<file path="src/hdl/link_regs.vh">
`ifndef LINK_REGS_VH
`define LINK_REGS_VH

// ----------------------------------------------------------------
// register offsets (6-bit word index on the register port)
// ----------------------------------------------------------------
`define OFS_DEST 6'h00
`define OFS_SLOTS 6'h19
`define OFS_SRC 6'h2a
`define OFS_AUTO 6'h3a
`define OFS_MODE 6'h3c
`define OFS_RETRY 6'h30
`define OFS_STREAM 6'h31
`define OFS_PKT 6'h32
`define OFS_SLOTLEN 6'h33
`define OFS_ACKWAIT 6'h34
`define OFS_LISTEN 6'h35
`define OFS_STATUS 6'h36
`define OFS_ABANDON 6'h37

// ----------------------------------------------------------------
// reset values
// ----------------------------------------------------------------
`define RST_DEST 16'h0000
`define RST_SRC 16'hffff
`define RST_MODE 8'h00
`define RST_SLOTS 8'h00
`define RST_RETRY 8'h00
`define RST_STREAM 16'hffff
`define RST_PKT 16'h0100
`define RST_SLOTLEN 16'h03e8
`define RST_ACKWAIT 16'h0200
`define RST_LISTEN 16'h0200
`define RST_LFSR 16'hace1

// ----------------------------------------------------------------
// encodings and timing figures
// ----------------------------------------------------------------
`define BROADCAST 16'hffff
`define MODE_REPEATER 8'h03
`define MODE_DEST_ONLY 8'h04
`define RSSI_TOP 9'h029
`define RSSI_FLOOR 9'h064
`define SLOT_SCALE 12'h00a
`define HOLD_SPAN ((`RSSI_TOP + `RSSI_FLOOR) / 9'h00a)

// ----------------------------------------------------------------
// status field positions
// ----------------------------------------------------------------
`define ST_EVENT 0
`define ST_REPEAT 1
`define ST_LISTEN 2
`define ST_RETRY 3
`define ST_TRIES 8

`endif

</file>
<file path="src/hdl/pid_history.v">
// ----------------------------------------------------------------
// identifier history: fifo of recent packet identifiers
// ----------------------------------------------------------------
module pid_history #(
	parameter DEPTH = 8,
	parameter PTRW = 3,
	parameter IDW = 24
) (
	input wire sys_clk,
	input wire srst,
	input wire [IDW-1:0] lookupId,
	output wire hit,
	input wire push,
	input wire [IDW-1:0] pushId
);
	reg [IDW-1:0] entry [0:DEPTH-1];
	reg [DEPTH-1:0] used;
	reg [PTRW-1:0] wrPtr;
	wire [DEPTH-1:0] match;

	// one comparator per entry; unused slots never match after reset
	genvar i;
	generate
		for (i = 0; i < DEPTH; i = i + 1) begin : cmp
			assign match[i] = used[i] && (entry[i] == lookupId); // [RQ2]
		end
	endgenerate
	assign hit = |match;

	// oldest entry overwritten first; pointer wraps, so DEPTH is a power of two
	always @(posedge sys_clk) begin
		if (srst) begin
			used <= {DEPTH{1'b0}};
			wrPtr <= {PTRW{1'b0}};
		end else if (push) begin
			used[wrPtr] <= 1'b1;
			wrPtr <= wrPtr + 1'b1; // [RQ3]
		end
	end

	// storage itself needs no reset, the used bits guard it
	always @(posedge sys_clk) begin
		if (push) begin
			entry[wrPtr] <= pushId;
		end
	end
endmodule // pid_history

</file>
<file path="src/hdl/repeater_ack_link.v">
// Functional notes
// [RQ1] - identifier is source address plus serial
// [RQ2] - drop packets already in identifier history
// [RQ3] - history keeps last 8 identifiers, fifo
// [RQ4] - repeat every new packet, deliver on match
// [RQ5] - stronger reception gets earlier repeat slot
// [RQ6] - repeat slots from rssi plus random
// [RQ7] - hold off new host data for repeats
// [RQ8] - mode 3 repeats, mode 4 waits quiet
// [RQ9] - auto-address derives source from factory serial
// [RQ10] - destination all ones means broadcast
// [RQ11] - delay slots at 0x19, source resets ffff
// [RQ12] - after ack send next or wait slots
// [RQ13] - no ack: retry, later retries random back-off
// [RQ14] - zero slots no back-off, wait for rx
// [RQ15] - after ack hop and listen fixed window
// [RQ16] - ack every copy, deliver first only
// [RQ17] - thresholds gate first packet of event only
// [RQ18] - payload never exceeds max packet size
// [RQ19] - stream limit forces 1 to n slots
// [RQ20] - retries count once toward stream limit
// [RQ21] - initializer on first packet and retries only; repeat launches also set txInit
// [RQ22] - receiver waits random 0 to n-1 slots
// [RQ23] - abandon packet after retries exhausted
// [RQ24] - deliver only when all three filters pass
`include "link_regs.vh"

module repeater_ack_link (
	input wire sys_clk,
	input wire srst,
	input wire [5:0] regAddr,
	input wire [15:0] regWrData,
	input wire regWr,
	input wire regRd,
	output reg [15:0] regRdData,
	input wire [31:0] factorySerial,
	input wire [15:0] inBufCount,
	input wire packetizeHit,
	output reg bufTake,
	output reg txStart,
	output reg [15:0] txLen,
	output reg txInit,
	output reg txRepeat,
	output reg [23:0] txPid,
	input wire txDone,
	input wire rxActive,
	input wire rxValid,
	input wire [15:0] rxSrcAddr,
	input wire [7:0] rxSerial,
	input wire [15:0] rxDestAddr,
	input wire [7:0] rxRssi,
	input wire rxPreambleOk,
	input wire rxVendorOk,
	input wire rxIsAck,
	input wire rxAckReq,
	input wire rxLast,
	output reg deliver,
	output reg ackSend,
	output reg hopNext
);
	localparam S_IDLE = 7'b0000001;
	localparam S_HOLD = 7'b0000010;
	localparam S_SEND = 7'b0000100;
	localparam S_AIR = 7'b0001000;
	localparam S_ACKW = 7'b0010000;
	localparam S_BACK = 7'b0100000;
	localparam S_REP = 7'b1000000;

	// ----------------------------------------------------------------
	// configuration and state
	// ----------------------------------------------------------------
	reg [15:0] destinationAddress;
	reg [15:0] sourceAddress;
	reg [7:0] rfOperatingMode;
	reg [7:0] delaySlotCount;
	reg [7:0] retryCount;
	reg [15:0] streamingByteLimit;
	reg [15:0] maxPacketSize;
	reg [15:0] slotLen;
	reg [15:0] ackWait;
	reg [15:0] listenLen;
	reg [31:0] serialMeta;
	reg [31:0] serialSync;
	reg [15:0] lfsr;
	reg [6:0] state;
	reg [31:0] waitLeft;
	reg [15:0] eventBytes;
	reg [7:0] tries;
	reg firstPkt;
	reg retryPkt;
	reg [15:0] abandonCnt;
	reg repPending;
	reg [31:0] repLeft;
	reg [23:0] repPid;
	reg [15:0] listenLeft;

	// ----------------------------------------------------------------
	// derived values
	// ----------------------------------------------------------------
	wire [15:0] rnExt = {8'h00, delaySlotCount};
	wire [15:0] rnPlus = rnExt + 16'h0001;
	wire [15:0] randInc = lfsr % rnPlus;
	wire [15:0] randExc = (delaySlotCount == 8'h00) ? 16'h0000 : (lfsr % rnExt);
	wire [15:0] randOne = (delaySlotCount == 8'h00) ? 16'h0001 : ((lfsr % rnExt) + 16'h0001);
	wire [15:0] holdSlots = rnExt * `HOLD_SPAN + rnExt + 16'h0001;
	wire [31:0] holdCycles = holdSlots * slotLen;
	wire ackedMode = (retryCount != 8'h00);
	wire netMode = (rfOperatingMode == `MODE_REPEATER) || (rfOperatingMode == `MODE_DEST_ONLY);
	wire listenOn = (listenLeft != 16'h0000);
	wire [15:0] streamLeft = (eventBytes >= streamingByteLimit) ? 16'h0000 : (streamingByteLimit - eventBytes);
	wire [15:0] lenA = (inBufCount < maxPacketSize) ? inBufCount : maxPacketSize;
	wire [15:0] lenNext = (lenA < streamLeft) ? lenA : streamLeft;

	// weak signal gives a large gap and so a late repeat slot
	wire [8:0] rssiMag = rxRssi[7] ? ({1'b0, ~rxRssi} + 9'h001) : 9'h000;
	wire [8:0] rssiGap = (rssiMag > `RSSI_TOP) ? (rssiMag - `RSSI_TOP) : 9'h000; // [RQ5]
	wire [11:0] slotDiv = {4'h0, delaySlotCount} * `SLOT_SCALE;
	wire [11:0] rssiSlots = (delaySlotCount == 8'h00) ? 12'h000 : ({3'h0, rssiGap} / slotDiv);
	wire [15:0] repSlots = {4'h0, rssiSlots} + randInc; // [RQ6]

	// ----------------------------------------------------------------
	// receive classification
	// ----------------------------------------------------------------
	wire [23:0] rxPid = {rxSrcAddr, rxSerial}; // [RQ1]
	wire pidHit;
	wire filtersOk = rxPreambleOk && rxVendorOk; // [RQ24]
	wire dataIn = rxValid && filtersOk && !rxIsAck;
	wire newPkt = dataIn && !pidHit; // [RQ2]
	wire isBroadcast = (rxDestAddr == `BROADCAST); // [RQ10]
	wire isLocal = !isBroadcast && (rxDestAddr == sourceAddress);
	wire ackIn = rxValid && filtersOk && rxIsAck && (rxDestAddr == sourceAddress);
	wire rxEventEnd = dataIn && rxLast;

	pid_history #(
		.DEPTH(8),
		.PTRW(3),
		.IDW(24)
	) history (
		.sys_clk(sys_clk),
		.srst(srst),
		.lookupId(rxPid),
		.hit(pidHit),
		.push(newPkt),
		.pushId(rxPid)
	);

	// ----------------------------------------------------------------
	// factory serial pin sync and random source
	// ----------------------------------------------------------------
	// serial pins are asynchronous, two stages before use
	always @(posedge sys_clk) begin
		if (srst) begin
			serialMeta <= 32'h00000000;
			serialSync <= 32'h00000000;
			lfsr <= `RST_LFSR;
		end else begin
			serialMeta <= factorySerial;
			serialSync <= serialMeta;
			lfsr <= {lfsr[14:0], lfsr[15] ^ lfsr[13] ^ lfsr[12] ^ lfsr[10]};
		end
	end

	// ----------------------------------------------------------------
	// register writes
	// ----------------------------------------------------------------
	// folded serial; all-ones would read as broadcast, so it is bumped down
	wire [15:0] autoAddr = serialSync[31:16] ^ serialSync[15:0];
	always @(posedge sys_clk) begin
		if (srst) begin
			destinationAddress <= `RST_DEST;
			sourceAddress <= `RST_SRC; // [RQ11]
			rfOperatingMode <= `RST_MODE;
			delaySlotCount <= `RST_SLOTS; // [RQ11]
			retryCount <= `RST_RETRY;
			streamingByteLimit <= `RST_STREAM;
			maxPacketSize <= `RST_PKT;
			slotLen <= `RST_SLOTLEN;
			ackWait <= `RST_ACKWAIT;
			listenLen <= `RST_LISTEN;
		end else if (regWr) begin
			case (regAddr)
				`OFS_DEST: destinationAddress <= regWrData;
				`OFS_SRC: sourceAddress <= regWrData;
				`OFS_AUTO: sourceAddress <= (autoAddr == `BROADCAST) ? 16'hfffe : autoAddr; // [RQ9]
				`OFS_MODE: rfOperatingMode <= regWrData[7:0];
				`OFS_SLOTS: delaySlotCount <= regWrData[7:0]; // [RQ11]
				`OFS_RETRY: retryCount <= regWrData[7:0];
				`OFS_STREAM: streamingByteLimit <= regWrData;
				`OFS_PKT: maxPacketSize <= regWrData;
				`OFS_SLOTLEN: slotLen <= regWrData;
				`OFS_ACKWAIT: ackWait <= regWrData;
				`OFS_LISTEN: listenLen <= regWrData;
				default: sourceAddress <= sourceAddress;
			endcase
		end
	end

	// ----------------------------------------------------------------
	// register reads, data valid one cycle after the strobe
	// ----------------------------------------------------------------
	always @(posedge sys_clk) begin
		if (srst) begin
			regRdData <= 16'h0000;
		end else if (regRd) begin
			case (regAddr)
				`OFS_DEST: regRdData <= destinationAddress;
				`OFS_SRC: regRdData <= sourceAddress;
				`OFS_MODE: regRdData <= {8'h00, rfOperatingMode};
				`OFS_SLOTS: regRdData <= {8'h00, delaySlotCount};
				`OFS_RETRY: regRdData <= {8'h00, retryCount};
				`OFS_STREAM: regRdData <= streamingByteLimit;
				`OFS_PKT: regRdData <= maxPacketSize;
				`OFS_SLOTLEN: regRdData <= slotLen;
				`OFS_ACKWAIT: regRdData <= ackWait;
				`OFS_LISTEN: regRdData <= listenLen;
				`OFS_STATUS: regRdData <= {tries, 4'h0, retryPkt, listenOn, repPending, !state[0]};
				`OFS_ABANDON: regRdData <= abandonCnt;
				default: regRdData <= 16'h0000;
			endcase
		end else begin
			regRdData <= 16'h0000;
		end
	end

	// ----------------------------------------------------------------
	// receive side: delivery, acks, repeat scheduling, listen window
	// ----------------------------------------------------------------
	// a new repeat request beats the clear from the launch in the same cycle
	always @(posedge sys_clk) begin
		if (srst) begin
			deliver <= 1'b0;
			ackSend <= 1'b0;
			hopNext <= 1'b0;
			repPending <= 1'b0;
			repLeft <= 32'h00000000;
			repPid <= 24'h000000;
			listenLeft <= 16'h0000;
		end else begin
			deliver <= newPkt && (isBroadcast || isLocal); // [RQ4] [RQ16] [RQ24]
			ackSend <= dataIn && rxAckReq && isLocal; // [RQ16]
			hopNext <= dataIn && rxAckReq && isLocal; // [RQ15]
			if (dataIn && rxAckReq && isLocal) begin
				listenLeft <= listenLen; // [RQ15]
			end else if (listenOn) begin
				listenLeft <= listenLeft - 16'h0001;
			end
			if (newPkt && rfOperatingMode == `MODE_REPEATER) begin
				repPending <= 1'b1; // [RQ4] [RQ8]
				repLeft <= repSlots * slotLen; // [RQ6]
				repPid <= rxPid;
			end else begin
				if (txStart && txRepeat) begin
					repPending <= 1'b0;
				end
				if (repLeft != 32'h00000000) begin
					repLeft <= repLeft - 32'h00000001;
				end
			end
		end
	end

	// ----------------------------------------------------------------
	// end of packet: next packet, or close the event
	// ----------------------------------------------------------------
	task finish_packet;
		begin
			firstPkt <= 1'b0;
			retryPkt <= 1'b0;
			tries <= 8'h00;
			if (inBufCount != 16'h0000 && eventBytes < streamingByteLimit) begin
				state <= S_SEND; // [RQ12] [RQ17]
			end else if (eventBytes >= streamingByteLimit) begin
				waitLeft <= randOne * slotLen; // [RQ19]
				state <= S_IDLE;
			end else begin
				waitLeft <= rnExt * slotLen; // [RQ12]
				state <= S_IDLE;
			end
		end
	endtask

	// ----------------------------------------------------------------
	// transmit sequencer
	// ----------------------------------------------------------------
	// one waitLeft counter serves hold-off, back-off, ack timeout and quiet time
	always @(posedge sys_clk) begin
		if (srst) begin
			state <= S_IDLE;
			waitLeft <= 32'h00000000;
			eventBytes <= 16'h0000;
			tries <= 8'h00;
			firstPkt <= 1'b0;
			retryPkt <= 1'b0;
			abandonCnt <= 16'h0000;
			bufTake <= 1'b0;
			txStart <= 1'b0;
			txLen <= 16'h0000;
			txInit <= 1'b0;
			txRepeat <= 1'b0;
			txPid <= 24'h000000;
		end else begin
			bufTake <= 1'b0;
			txStart <= 1'b0;
			if (waitLeft != 32'h00000000) begin
				waitLeft <= waitLeft - 32'h00000001;
			end
			case (state)
				S_IDLE: begin
					if (rxEventEnd && delaySlotCount != 8'h00) begin
						waitLeft <= randExc * slotLen; // [RQ22]
					end else if (repPending && repLeft == 32'h00000000 && !rxActive && !listenOn) begin
						txStart <= 1'b1; // [RQ4]
						txRepeat <= 1'b1;
						txInit <= 1'b1;
						txPid <= repPid;
						state <= S_REP;
					end else if (waitLeft == 32'h00000000 && !rxActive && !listenOn &&
						inBufCount != 16'h0000 && packetizeHit) begin // [RQ17]
						eventBytes <= 16'h0000;
						tries <= 8'h00;
						firstPkt <= 1'b1;
						retryPkt <= 1'b0;
						if (netMode) begin
							waitLeft <= holdCycles; // [RQ7]
							state <= S_HOLD;
						end else begin
							state <= S_SEND;
						end
					end
				end
				S_HOLD: begin
					// destination-only nodes restart the wait while the air is busy
					if (rfOperatingMode == `MODE_DEST_ONLY && (rxActive || rxValid)) begin
						waitLeft <= holdCycles; // [RQ8]
					end else if (waitLeft == 32'h00000000) begin
						state <= S_SEND; // [RQ7]
					end
				end
				S_SEND: begin
					if (!rxActive) begin
						txStart <= 1'b1;
						txRepeat <= 1'b0;
						txPid <= {sourceAddress, 8'h00};
						txInit <= firstPkt || retryPkt; // [RQ21] [RQ13]
						if (!retryPkt) begin
							txLen <= lenNext; // [RQ18]
							bufTake <= 1'b1;
							eventBytes <= eventBytes + lenNext; // [RQ20]
						end
						state <= S_AIR;
					end
				end
				S_AIR: begin
					if (txDone) begin
						if (ackedMode) begin
							waitLeft <= {16'h0000, ackWait}; // [RQ12]
							state <= S_ACKW;
						end else begin
							finish_packet;
						end
					end
				end
				S_ACKW: begin
					if (ackIn) begin
						finish_packet; // [RQ12]
					end else if (waitLeft == 32'h00000000) begin
						if (tries < retryCount) begin
							tries <= tries + 8'h01;
							retryPkt <= 1'b1;
							if (tries == 8'h00 || delaySlotCount == 8'h00) begin
								state <= S_SEND; // [RQ13] [RQ14]
							end else begin
								waitLeft <= randInc * slotLen; // [RQ13]
								state <= S_BACK;
							end
						end else begin
							abandonCnt <= abandonCnt + 16'h0001; // [RQ23]
							finish_packet;
						end
					end
				end
				S_BACK: begin
					// reception in progress stretches the back-off
					if (waitLeft == 32'h00000000 && !rxActive) begin
						state <= S_SEND; // [RQ14]
					end
				end
				S_REP: begin
					if (txDone) begin
						txRepeat <= 1'b0;
						state <= S_IDLE;
					end
				end
				default: state <= S_IDLE;
			endcase
		end
	end
endmodule // repeater_ack_link

</file>
<file path="config.mk">
export PLATFORM = sky130hd
export DESIGN_NAME = repeater_ack_link
export DESIGN_NICKNAME = d
export VERILOG_FILES = /design/src/hdl/pid_history.v /design/src/hdl/repeater_ack_link.v
export VERILOG_INCLUDE_DIRS = /design/src /design/src/hdl
export SDC_FILE = /design/constraint.sdc
export NUM_CORES = 2
export LEC_CHECK = 0
export BUFFER_PORTS_ARGS = -buffer_cell sky130_fd_sc_hd__buf_4
export CAP_MARGIN = 10
export CORE_ASPECT_RATIO = 1.75
export CORE_UTILIZATION = 40
export CTS_CLUSTER_DIAMETER = 80
export CTS_CLUSTER_SIZE = 14
export DETAILED_ROUTE_END_ITERATION = 16
export SLEW_MARGIN = 10
export SYNTH_ARGS = -nofsm -noshare
export SYNTH_HDL_FRONTEND = slang
export SYNTH_SLANG_ARGS = --single-unit
</file>
<file path="constraint.sdc">
create_clock -name sys_clk -period 62.2 [get_ports sys_clk]
set_input_delay 3.11 -clock sys_clk [delete_from_list [all_inputs] [get_ports sys_clk]]
set_output_delay 3.11 -clock sys_clk [all_outputs]
set_load 0.005 [all_outputs]
</file>
==> results.tsv <==
stage	metric	value	unit
placement	hpwlAfterDp	268000	µm
yosys	synth-seq-area-share	0.154	
drt	vias	83200	
drt	drt_first_pass_iters	9	
worst_setup_path	cp_data_arrival_time	48.04	ns
yosys	synth_top_area_cell	fa_1	
layout	fin_util	0.430	
status	status	finished, final reports clean	
global_routing	grt_pass1_wl	522000	µm
floorplan	floorplan.initialDensity	0.403	
floorplan	core_area	237000	µm²
global_routing	grt_usage	0.286	
worst_setup_path	crit_top_cell	o21a_1	
layout	drive_above_1_share	0.0635	
drt	wirelength	343000	µm
timing	skew	0.0691	ns
global_routing	grt_antenna_before_repair	22	
cts	h-tree-depth	2	
worst_hold_path	hold_path_class	reg2reg	
worst_setup_path	cp_data_required_time	62.78	ns
cts	cts_hold_buffers	0	
yosys	netlist_instances	11500	
cts	cts_tree	built	
layout	layout.nets	13400	
timing	layout_min_cycle_time	47.46	ns
yosys	synth_cell_type_count	118	
cts	clock_latency	0.71	ns
cts	cts_resized	0	
placement	place_inst	14300	
floorplan	num_rows	236	
cts	cts_buffers	52	
drt	drtAntennaViolNets	0	
layout	layout.cells.non_filler	14400	
timing	period_share	0.763	
worst_setup_path	reg2reg_depth	188	
worst_setup_path	crit_path_max_fanout	29	
worst_setup_path	reg2reg_from	delaySlotCount[1]	
yosys	synth_common_cells	1435 x inv_1, 1392 x nand2_1, 1027 x fa_1, 978 x ha_1, 722 x nor2_1	
cts	postCtsSetupRepairBufs	0	
worst_setup_path	endpoint_kind	register	
drt	drt_first_iter_violations	5357	
worst_setup_path	startpoint_type	register	
yosys	ys_warn_count	0	
floorplan	dieArea	240000	µm²
floorplan	die_h	648	µm
yosys	ys_top_cells_by_area	fa_1 22%, ha_1 13%, dfxtp_1 9.3%	
yosys	synthArstFlopShare	0	
yosys	synth_top_cell_area_share	0.216	
cts	cts_sinks	635	
timing	relSlewSlack	0.140	
cts	clock_path_buffers	3	
floorplan	die_w	371	µm
yosys	syn-cell-area	95300	µm²
worst_setup_path	crit_slowest_cell	clkinv_1	
global_routing	grt_pass1_vias	87700	
yosys	synthMostInstantiatedCell	inv_1	
timing	tightest_slew	1.27	ns
timing	setup_viol	0	
worst_setup_path	r2r-end	repLeft[31]	
placement	place_congestion	1.00	
placement	io_buffer_count	193	
cts	root_buffer	clkbuf_16	
yosys	ys_ff_latch	635	
drt	wl_per_cell	23.7	µm
worst_setup_path	cp_slowest_stage_delay	0.92	ns
yosys	syn_area_per_cell	8.32	µm²
timing	tns	0	ns
yosys	synth_edf_count	192	
layout	final.fill_count	23500	
timing	fmax	21.1	MHz
global_routing	grt_overflow	0	
timing	maxSlewViolCount	0	
worst_hold_path	hold_path_depth	1	
yosys	synth-main-ff-cell	dfxtp_1	
worst_setup_path	crit_end	repLeft[31]	
timing	grt_setup_unrepaired	false	
drt	remaining_drc_errors	0	
worst_setup_path	criticalPathCategory	reg2reg	
drt	vias_per_cell	5.76	
layout	syn2layout_area_growth	6.76	%
worst_setup_path	r2r_slack	14.74	ns
global_routing	grt_max_degree	118	
worst_setup_path	crit_start	delaySlotCount[1]	
floorplan	io_pins	194	
timing	hold_violations	0	
cts	clk_pin_slew	0.07	ns
worst_hold_path	min-delay-start	serialMeta[20]	
run	cap_viol_max_count	0	
## kinds of logic after synthesis
logic type                 Yosys count  share of synthesized area
AOI/OAI and AO/OA                 1975                      0.137
xor gates and xnor gates           631                     0.0583
adders and majority gates         2007                      0.344
buffers and inverters             2046                     0.0812
DFF                                635                      0.154
muxes                              229                     0.0263
other                                1                  0.0000393
and+or+nand+nor                   3935                      0.199
## registers in the layout, summed over array words and instances (netlist names), 24 cells and up
register / cells
history.entry: 192
repLeft: 32
repPid: 24
serialMeta: 32
serialSync: 32
txPid: 24
waitLeft: 32
## how the worst min path moves through the flow
stage,slack (ns),endpoint
after floorplan,0.41,serialSync[0]
after detailed placement,0.42,serialSync[0]
final,0.43,serialSync[20]
after CTS,0.44,serialSync[0]
after global placement,0.42,serialSync[9]
after global routing,0.45,serialSync[17]
## critical path, delay by kind of cell (launching register included)
family                     cells  cell delay [ns]
xor gates and xnor gates       2             0.50
muxes                          5             1.43
AOI/OAI and AO/OA            105            25.74
adders and majority gates     25             9.06
DFF                            1             0.31
and+or+nand+nor               38             7.87
buffers and inverters         13             2.40
## stage by stage
| stage | hold slack [ns] | setup slack (ns) | instance area [µm²] |
|---|---|---|---|
| 2_1_floorplan | 0.414 | 21.53 | 95300 |
| 3_3_place_gp | 0.423 | 15.66 | 100000 |
| 3_5_place_dp | 0.423 | 14.89 | 100000 |
| 4_1_cts | 0.438 | 14.77 | 102000 |
| 5_1_grt | 0.448 | 10.71 | 102000 |
| 6_report | 0.428 | 14.74 | 102000 |
## routing by layer
layer / vias to the layer above / share of wire / track usage
met2: 3048 / 0.51 / 0.517
met4: 8 / 0.090 / 0.219
met5: - / 0.00015 / 0
met3: 1221 / 0.055 / 0.0376
met1: 41000 / 0.35 / 0.296
li1: 37900 / - / -
## cells in the final DEF, fill, tap and decap left out, types with 336 or more instances in the layout
master / Yosys / routed
o21ai_0: 337 / 336
xnor2_1: 377 / 369
nand2_1: 1392 / 1391
fa_1: 1027 / 1027
dfxtp_1: 443 / 423
nor2_1: 722 / 717
a21oi_1: 559 / 555
ha_1: 978 / 978
and2_1: 470 / 470
buf_4: 4 / 399
inv_1: 1435 / 1434
## layout make-up
cell class	instances	area, µm²	share of cell area
repair buffers	401	3030	0.0298
well taps	3094	3870	0.0380
inverters	1439	5400	0.0531
clock buffers	78	1400	0.0137
flip-flops and latches	635	14700	0.144
clock inverters	6	98.8	0.000971
diodes	15	37.5	0.000369
multi-input cells	8780	73200	0.720
Power is not shown: default switching activity piles up to over one toggle a cycle in this logic, so the estimate is an artifact.
